`config.mk`:
```
export PLATFORM = sky130hd
export DESIGN_NAME = extended_irq_priority_two
export DESIGN_NICKNAME = d
export VERILOG_FILES = /design/src/irq_prio_pkg.sv /design/src/prio_field.sv /design/src/extended_irq_priority_two.sv
export SDC_FILE = /design/constraint.sdc
export NUM_CORES = 1
export LEC_CHECK = 0
export BUFFER_PORTS_ARGS = -buffer_cell sky130_fd_sc_hd__buf_2
export CAP_MARGIN = 20
export CORE_MARGIN = 2
export CORE_UTILIZATION = 28
export CTS_CLUSTER_DIAMETER = 100
export DETAILED_ROUTE_END_ITERATION = 10
export PLACE_DENSITY = 0.69
export SETUP_SLACK_MARGIN = 0.3
export SYNTH_ARGS = -nofsm -noshare
export SYNTH_HDL_FRONTEND = slang
export SYNTH_SLANG_ARGS = --single-unit
export TNS_END_PERCENT = 10
```
`constraint.sdc`:
```
create_clock -name pclk -period 3.4 [get_ports pclk]
set_clock_uncertainty 0.05 [all_clocks]
set_input_delay 0.17 -clock pclk [delete_from_list [all_inputs] [get_ports pclk]]
set_output_delay 0.17 -clock pclk [all_outputs]
set_load 0.01 [all_outputs]
```
`src/irq_prio_pkg.sv`:
```
package irq_prio_pkg;

	// register map
	localparam logic [11:0] PRIO_TWO_OFFSET = 12'h000;
	localparam logic [11:0] PRIO_LEVELS_OFFSET = 12'h004;
	localparam logic [7:0] PRIO_TWO_RESET = 8'h00;
	localparam logic [7:0] PRIO_TWO_WMASK = 8'h5F;

	// field positions
	localparam int TIMER_THREE_POS = 0;
	localparam int ADC0_DONE_POS = 1;
	localparam int TIMER_FOUR_POS = 2;
	localparam int ADC2_WINDOW_POS = 3;
	localparam int ADC2_DONE_POS = 4;
	localparam int UART1_POS = 6;

	// one bit per source: 0 low, 1 high
	typedef struct packed {
		logic unused7;
		logic uart1_irq_priority;
		logic unused5;
		logic adc2_done_irq_priority;
		logic adc2_window_irq_priority;
		logic timer_four_irq_priority;
		logic adc0_done_irq_priority;
		logic timer_three_irq_priority;
	} prio_levels_t;

	typedef struct packed {
		logic [31:0] prdata;
		logic pready;
		logic pslverr;
	} apb_resp_t;

endpackage

```
`src/prio_field.sv`:
```
`timescale 1ns/1ps
module prio_field
	import irq_prio_pkg::*;
#(
	parameter logic [7:0] WMASK = PRIO_TWO_WMASK
) (
	// clock and reset
	input wire logic pclk,
	input wire logic presetn,
	// write port
	input wire logic wr_en,
	input wire logic [7:0] wr_data,
	// stored value
	output logic [7:0] value_q
);

	logic [7:0] value_d;

	// unused bits stay zero
	assign value_d = wr_en ? (wr_data & WMASK) : value_q;

	always_ff @(posedge pclk or negedge presetn) begin
		if (!presetn) begin
			value_q <= PRIO_TWO_RESET;
		end else begin
			value_q <= value_d;
		end
	end

endmodule

```
`src/extended_irq_priority_two.sv`:
```
// The placing of the registers and the APB register port were chosen for this implementation.
`timescale 1ns/1ps
module extended_irq_priority_two
	import irq_prio_pkg::*;
(
	// clock and reset
	input wire logic pclk,
	input wire logic presetn,
	// apb slave
	input wire logic psel,
	input wire logic penable,
	input wire logic pwrite,
	input wire logic [11:0] paddr,
	input wire logic [31:0] pwdata,
	input wire logic [3:0] pstrb,
	output logic [31:0] prdata,
	output logic pready,
	output logic pslverr,
	// per-source priority levels
	output prio_levels_t prio_q
);

	logic [7:0] reg_q;
	logic wr_en;
	logic access;
	logic hit_reg;
	logic hit_lvl;
	apb_resp_t resp_q;
	apb_resp_t resp_d;
	prio_levels_t prio_d;

	assign access = psel && penable && !resp_q.pready;
	assign hit_reg = paddr == PRIO_TWO_OFFSET;
	assign hit_lvl = paddr == PRIO_LEVELS_OFFSET;
	assign wr_en = access && pwrite && hit_reg && pstrb[0];

	prio_field #(
		.WMASK(PRIO_TWO_WMASK)
	) u_field (
		.pclk(pclk),
		.presetn(presetn),
		.wr_en(wr_en),
		.wr_data(pwdata[7:0]),
		.value_q(reg_q)
	);

	// one wait state, then answer
	always_comb begin
		resp_d = '0;
		if (access) begin
			resp_d.pready = 1'b1;
			resp_d.pslverr = !(hit_reg || (hit_lvl && !pwrite));
			if (!pwrite && (hit_reg || hit_lvl)) begin
				resp_d.prdata = {24'h000000, reg_q};
			end
		end
	end

	always_ff @(posedge pclk or negedge presetn) begin
		if (!presetn) begin
			resp_q <= '0;
		end else begin
			resp_q <= resp_d;
		end
	end

	assign prdata = resp_q.prdata;
	assign pready = resp_q.pready;
	assign pslverr = resp_q.pslverr;

	always_comb begin
		prio_d = '0;
		prio_d.adc2_done_irq_priority = reg_q[ADC2_DONE_POS];
		prio_d.adc2_window_irq_priority = reg_q[ADC2_WINDOW_POS];
		prio_d.timer_four_irq_priority = reg_q[TIMER_FOUR_POS];
		prio_d.adc0_done_irq_priority = reg_q[ADC0_DONE_POS];
		prio_d.timer_three_irq_priority = reg_q[TIMER_THREE_POS];
		prio_d.uart1_irq_priority = reg_q[UART1_POS];
	end

	always_ff @(posedge pclk or negedge presetn) begin
		if (!presetn) begin
			prio_q <= '0;
		end else begin
			prio_q <= prio_d;
		end
	end

	AST_ADC2_DONE: assert property (@(posedge pclk) disable iff (!presetn)
		wr_en |-> ##2 prio_q.adc2_done_irq_priority == $past(pwdata[4], 2))
		else $error("adc2 done level wrong");
	AST_ADC2_WIN: assert property (@(posedge pclk) disable iff (!presetn)
		wr_en |-> ##2 prio_q.adc2_window_irq_priority == $past(pwdata[3], 2))
		else $error("adc2 window level wrong");
	AST_TIMER_FOUR: assert property (@(posedge pclk) disable iff (!presetn)
		wr_en |-> ##2 prio_q.timer_four_irq_priority == $past(pwdata[2], 2))
		else $error("timer four level wrong");
	AST_ADC0_DONE: assert property (@(posedge pclk) disable iff (!presetn)
		wr_en |-> ##2 prio_q.adc0_done_irq_priority == $past(pwdata[1], 2))
		else $error("adc0 done level wrong");
	AST_TIMER_THREE: assert property (@(posedge pclk) disable iff (!presetn)
		wr_en |-> ##2 prio_q.timer_three_irq_priority == $past(pwdata[0], 2))
		else $error("timer three level wrong");
	AST_UART1: assert property (@(posedge pclk) disable iff (!presetn)
		wr_en |-> ##2 prio_q.uart1_irq_priority == $past(pwdata[6], 2))
		else $error("uart1 level wrong");
	AST_UNUSED_ZERO: assert property (@(posedge pclk) disable iff (!presetn)
		pready && !pslverr |-> prdata[7] == 1'b0 && prdata[5] == 1'b0
			&& prdata[31:8] == 24'h000000)
		else $error("unused bits read nonzero");
	AST_ONE_WAIT: assert property (@(posedge pclk) disable iff (!presetn)
		psel && !penable ##1 psel && penable |-> ##1 pready ##1 !pready)
		else $error("apb answer timing wrong");

	AST_ADC2_DONE_STEADY: assert property (@(posedge pclk) disable iff (!presetn)
		!wr_en |-> ##2 $stable(prio_q.adc2_done_irq_priority))
		else $error("adc2 done level moved without write");

	AST_ADC2_WIN_STEADY: assert property (@(posedge pclk) disable iff (!presetn)
		!wr_en |-> ##2 $stable(prio_q.adc2_window_irq_priority))
		else $error("adc2 window level moved without write");

	AST_TIMER_FOUR_STEADY: assert property (@(posedge pclk) disable iff (!presetn)
		!wr_en |-> ##2 $stable(prio_q.timer_four_irq_priority))
		else $error("timer four level moved without write");

	AST_ADC0_DONE_STEADY: assert property (@(posedge pclk) disable iff (!presetn)
		!wr_en |-> ##2 $stable(prio_q.adc0_done_irq_priority))
		else $error("adc0 done level moved without write");

	AST_TIMER_THREE_STEADY: assert property (@(posedge pclk) disable iff (!presetn)
		!wr_en |-> ##2 $stable(prio_q.timer_three_irq_priority))
		else $error("timer three level moved without write");

	AST_UART1_STEADY: assert property (@(posedge pclk) disable iff (!presetn)
		!wr_en |-> ##2 $stable(prio_q.uart1_irq_priority))
		else $error("uart1 level moved without write");

	AST_UNUSED7_LOW: assert property (@(posedge pclk) disable iff (!presetn)
		prio_q.unused7 == 1'b0)
		else $error("spare level bit seven set");

	AST_UNUSED5_LOW: assert property (@(posedge pclk) disable iff (!presetn)
		prio_q.unused5 == 1'b0)
		else $error("spare level bit five set");

	AST_REG_MASKED: assert property (@(posedge pclk) disable iff (!presetn)
		(reg_q & ~PRIO_TWO_WMASK) == 8'h00)
		else $error("spare register bit set");

	AST_HOLD_NO_WRITE: assert property (@(posedge pclk) disable iff (!presetn)
		!wr_en |=> reg_q == $past(reg_q))
		else $error("register changed without write");

	AST_WRITE_STORES: assert property (@(posedge pclk) disable iff (!presetn)
		wr_en |=> reg_q == ($past(pwdata[7:0]) & PRIO_TWO_WMASK))
		else $error("write not stored");

	AST_STROBE_OFF: assert property (@(posedge pclk) disable iff (!presetn)
		access && pwrite && hit_reg && !pstrb[0] |=> reg_q == $past(reg_q))
		else $error("write without byte strobe landed");

	AST_NO_WRITE_ON_ERR: assert property (@(posedge pclk) disable iff (!presetn)
		access && pwrite && !hit_reg |=> reg_q == $past(reg_q))
		else $error("refused write changed register");

	AST_READ_OK: assert property (@(posedge pclk) disable iff (!presetn)
		access && !pwrite && hit_reg |=> pready && !pslverr && prdata == {24'h000000, $past(reg_q)})
		else $error("register read answer wrong");

	AST_MIRROR_READ: assert property (@(posedge pclk) disable iff (!presetn)
		access && !pwrite && hit_lvl |=> pready && !pslverr && prdata == {24'h000000, $past(reg_q)})
		else $error("mirror read answer wrong");

	AST_ERR_UNMAPPED: assert property (@(posedge pclk) disable iff (!presetn)
		access && !hit_reg && !hit_lvl |=> pready && pslverr && prdata == 32'h00000000)
		else $error("unmapped access not refused");

	AST_ERR_MIRROR_WRITE: assert property (@(posedge pclk) disable iff (!presetn)
		access && pwrite && hit_lvl |=> pready && pslverr)
		else $error("mirror write not refused");

	AST_WRITE_QUIET: assert property (@(posedge pclk) disable iff (!presetn)
		access && pwrite |=> prdata == 32'h00000000)
		else $error("write answer carries data");

	AST_PREADY_PULSE: assert property (@(posedge pclk) disable iff (!presetn)
		pready |=> !pready)
		else $error("ready held longer than one cycle");

	AST_PREADY_CAUSE: assert property (@(posedge pclk) disable iff (!presetn)
		pready |-> $past(psel && penable))
		else $error("ready without access");

	AST_READY_AFTER_ACCESS: assert property (@(posedge pclk) disable iff (!presetn)
		access |=> pready)
		else $error("access not answered");

	AST_NO_READY_IDLE: assert property (@(posedge pclk) disable iff (!presetn)
		!psel |=> !pready)
		else $error("ready while bus idle");

	AST_IDLE_QUIET: assert property (@(posedge pclk) disable iff (!presetn)
		!pready |-> prdata == 32'h00000000 && !pslverr)
		else $error("answer outputs set outside ready");

	AST_ERR_WITH_READY: assert property (@(posedge pclk) disable iff (!presetn)
		pslverr |-> pready)
		else $error("error without ready");

	AST_READ_ERR_ZERO: assert property (@(posedge pclk) disable iff (!presetn)
		pslverr |-> prdata == 32'h00000000)
		else $error("error answer carries data");

	AST_PRDATA_UPPER: assert property (@(posedge pclk) disable iff (!presetn)
		prdata[31:8] == 24'h000000)
		else $error("upper read bits set");

	AST_RESET_REG: assert property (@(posedge pclk) disable iff (!presetn)
		$rose(presetn) |-> reg_q == PRIO_TWO_RESET)
		else $error("register not cleared by reset");

	AST_RESET_LEVELS: assert property (@(posedge pclk) disable iff (!presetn)
		$rose(presetn) |-> prio_q == 8'h00)
		else $error("levels not low after reset");

	AST_RESET_BUS: assert property (@(posedge pclk) disable iff (!presetn)
		$rose(presetn) |-> !pready && !pslverr && prdata == 32'h00000000)
		else $error("bus answer not idle after reset");

	// each level bit tracks its register bit
	for (genvar i = 0; i < 8; i++) begin : gen_lvl
		if (PRIO_TWO_WMASK[i]) begin : gen_kept
			AST_BIT_FOLLOWS: assert property (@(posedge pclk) disable iff (!presetn)
				1'b1 |=> prio_q[i] == $past(reg_q[i]))
				else $error("level bit does not follow register");
		end else begin : gen_spare
			AST_BIT_SPARE: assert property (@(posedge pclk) disable iff (!presetn)
				prio_q[i] == 1'b0)
				else $error("spare level bit set");
		end
	end

endmodule

```
# After elaboration in Yosys (flattened, before gate mapping)
# Cells that the tools add are included.
[classes]
eq_ne = 1
mux = 2
reduce_logical = 13
[op_table]
columns = ["op", "n"]
rows = [
  ["2-to-1 mux 34 bit", 1],
  ["equality test 12 x 3 -> 1 bit, second input constant", 1],
  ["zero test 12 bit", 1],
  ["logical AND 1 bit", 7],
  ["2-to-1 mux 7 bit", 1],
  ["zero test 1 bit", 3],
  ["logical OR 1 bit", 2],
]
[word_totals]
ff_bits = 46
inputBits = 53
output_inout_bits = 42
word_cells = 26

# Logic depth before layout (Yosys ltp)
[logic_depth]
ltp_word = 5
ltp_mapped = 5
ltp_nobuf = 5

# Hierarchy
# A second synthesis with hierarchy kept.
[hier_totals]
hier_cells = 80
hier_area_um2 = 1021.0
[by_module_without_submodules]
columns = ["mod", "n_inst", "cells_each", "area_per_inst_um2", "seq_area_each_um2"]
rows = [
  ["extended_irq_priority_two", 1, 64, 750.7, 400.4],
  ["prio_field", 1, 16, 270.3, 150.1],
]

# Worst setup path before layout
# No wires, ideal clock.
[synth_timing]
path_type = "in2reg"
from = "in paddr[5]"
to = "reg u_field.value_q[0]"
setup_time_ns = 0.125
t_arrival_ns = 1.412
required_ns = 3.225
path_slack_ns = 1.813
cell_stages = 4
path_cell_list = "nor4_1 > nand3_1 > nor4_4 > mux2_2"
[synth_between]
elab_chain_len = 3
[synth_lines]
columns = ["element", "line_no", "source"]
rows = [
  ["start: declaration", "extended_irq_priority_two.sv:13", "input wire logic [11:0] paddr,"],
  ["zero test 12 bit", "extended_irq_priority_two.sv:33", "assign hit_reg = paddr == PRIO_TWO_OFFSET;"],
  ["logical AND 1 bit (2 in series)", "extended_irq_priority_two.sv:35", "assign wr_en = access && pwrite && hit_reg && pstrb[0];"],
  ["end signal: assignment", "prio_field.sv:26", "value_q <= value_d;"],
  ["end: declaration", "prio_field.sv:14", "output logic [7:0] value_q"],
]
# No other way between the ends.
# A chain may end at the register's enable or synchronous reset.

# Final worst setup path
[layout_timing]
from = "reg resp_q, in the netlist pready"
to = "reg u_field.value_q[6]"
[layout_between]
elab_chain_len = 5
[layout_lines]
columns = ["element", "line_no", "source"]
rows = [
  ["start: declaration", "extended_irq_priority_two.sv:28", "apb_resp_t resp_q;"],
  ["start signal: assignment", "extended_irq_priority_two.sv:63", "resp_q <= resp_d;"],
  ["zero test 1 bit", "extended_irq_priority_two.sv:32", "assign access = psel && penable && !resp_q.pready;"],
  ["logical AND 1 bit", "extended_irq_priority_two.sv:32", ""],
  ["logical AND 1 bit (3 in series)", "extended_irq_priority_two.sv:35", ""],
]
# No other way between the ends.

==> results.toml <==
[timing]
period_share = 0.493
rsz0062_at_grt = "no"
setup_viol_count_final = 0
drv_slew = 0
clock.fmax_mhz = 597
fin_ws_ns = 1.72
fin_tns_setup_ns = 0
hold_violations = 0
layout_min_cycle_time_ns = 1.68

[floorplanning]
start_util = 0.294
core_um2 = 3050
die-area_um2 = 3670
die_x_um = 60.6
rows = 20
ios = 95
die_h_um = 60.6

[pwr]
finalPower_w = 0.000381
vdd_drop_max_uv = 97.9
power.density_nw_per_um2 = 359
p_leak_nw = 0.630

[setup_path]
crit_fanout = 6
required_ns = 3.53
setup.worst_path.class = "reg2reg"
start_kind = "flop"
cp.arrival_ns = 1.80
cp-end-kind = "flop"
rr_worst_depth = 3

[final_layout]
areaGrowthSynthToFinish_pct = 18.3
fin_area_um2 = 1060
drive_gt1_frac = 0.416
layout_commonest_cell = "buf_2"
final_util = 0.348
nNetsFinal = 168
fill_cells = 314
layout_common_cells = "37 x buf_2, 28 x conb_1, 20 x dfrtp_1, 6 x and2_1, 6 x mux2_2"
diodes = 0

[global_route]
grt.overflow.total = 0
grtUsageTotal = 0.0752
grt_pass1_vias = 494
grt_max_degree = 21
grt_pass1_wl_mm = 2.00
antenna_found_initial = 0

[detailed_routing]
wirelength_mm = 1.38
num_vias = 562
ant_nets = 0
drc = 0
drt_iter0_markers = 3
via_per_inst = 3.58
wl_per_cell_um = 8.76
dr.pass1.iters = 3

[yosys]
synth.avg_cell_area_um2 = 12.3
ys_seq_elements = 20
yosys_warnings = 0
synth_top_area_cell = "dfrtp_1"
synthCells = 73
yosysSeqAreaShare = 0.558
synth_top_area_frac = 0.558
synthTopCellsByArea = "dfrtp_1 56%, buf_4 23%, mux2_2 7.5%"
synthDistinctLibCells = 15
syn_area_um2 = 897

[worst_hold_path]
hold_depth = 2
hold_class = "in2reg"

[placement]
portBuffers = 37
place_congestion = 0.761
dp_hpwl_mm = 1.12
place_ws_ns = 1.51
postPlaceCellArea_um2 = 1030

[clock_network]
numCtsBuffers = 3
cts_tree = "built"
post_cts_buffers = 0
insertion_delay_ns = 0.29
clk_pin_slew_ns = 0.10
htree_levels = 1
cts_sinks = 20
cts.path.max_buffers = 2
cts-root-buf = "clkbuf_4"

[job]
cap_violations = 0

[outcome]
status = "complete, no violations"
==> stage by stage <==
step                      hold WS (ns)  instances
final                           0.0664        157
after global routing            0.0492        157
after CTS                       0.0519        157
after detailed placement        0.0775        153
after global placement          0.0696        153
after floorplan                 -0.176        100
==> area by class of cell <==
type / instances / area [um^2] / share of cell area
Timing Repair Buffer: 38 / 195 / 0.184
Inverter: 1 / 3.75 / 0.00354
Sequential cell: 20 / 500 / 0.472
Clock buffer: 3 / 22.5 / 0.0212
Tap cell: 44 / 55.1 / 0.0519
Multi-Input combinational cell: 51 / 284 / 0.268
==> Yosys cell counts, drive strengths merged <==
cell type,instances
buf,28
mux2,6
conb,1
a21oi,1
nand3b,1
nor3,1
nand2,1
dfrtp,20
nor4,3
inv,1
nand3,1
nand4,1
nor2,2
and2,6
==> path summary, 6_finish.rpt <==
kind,to,from,slack (ns)
min reg2reg,prio_q[1],u_field.value_q[1],0.34
min in group asynchronous,prio_q[1],presetn,0.30
max reg2reg,u_field.value_q[6],pready,1.72
min,u_field.value_q[0],pwdata[0],0.07
max in group asynchronous,prdata[0],presetn,2.71
max,u_field.value_q[6],pready,1.72
==> critical path, cell delays in order (launching register included) <==
cell	delay, ns
dfrtp_1	0.39
nand3b_1	0.23
nor4_4	0.50
mux2_2	0.39
==> where the power goes <==
| group | switching [W] | leakage, nW | internal, W |
|---|---|---|---|
| clock network | 0.0000618 | 0.0138 | 0.0000412 |
| registers | 0.000000532 | 0.278 | 0.000239 |
| logic | 0.0000262 | 0.338 | 0.0000122 |
==> state kept, by name, indices dropped and copies added, names as in the netlist <==
signal           cells
prdata               6
prio_q               6
u_field.value_q      6
pready               1
pslverr              1
==> per-layer routing <==
layer | track usage | share of wire | vias up
met3 | 0.0171 | 0.12 | 0
met4 | 0.0466 | 0 | 0
met5 | 0 | 0 | -
li1 | - | - | 263
met1 | 0.0680 | 0.36 | 258
met2 | 0.147 | 0.52 | 41
==> what timing repair did <==
| item | 4_1_cts | 5_1_grt |
|---|---|---|
| hold endpoints to repair | 20 | 0 |
| gates resized for setup | 0 | 0 |
| hold buffers | 1 | 0 |
| setup endpoints to repair | 0 | 0 |
==> kinds of logic (layout without fill, tap and decap cells) <==
kind of cell           Yosys count  after routing  share of synthesized area
buffers and inverters           29             42                      0.238
multiplexers                     6              6                     0.0753
other                            1             28                    0.00418
AND/OR/NAND/NOR                 16             16                      0.119
flip-flops                      20             20                      0.558
AO/OA/AOI/OAI                    1              1                    0.00557
Power figures use the tool's default switching activity.
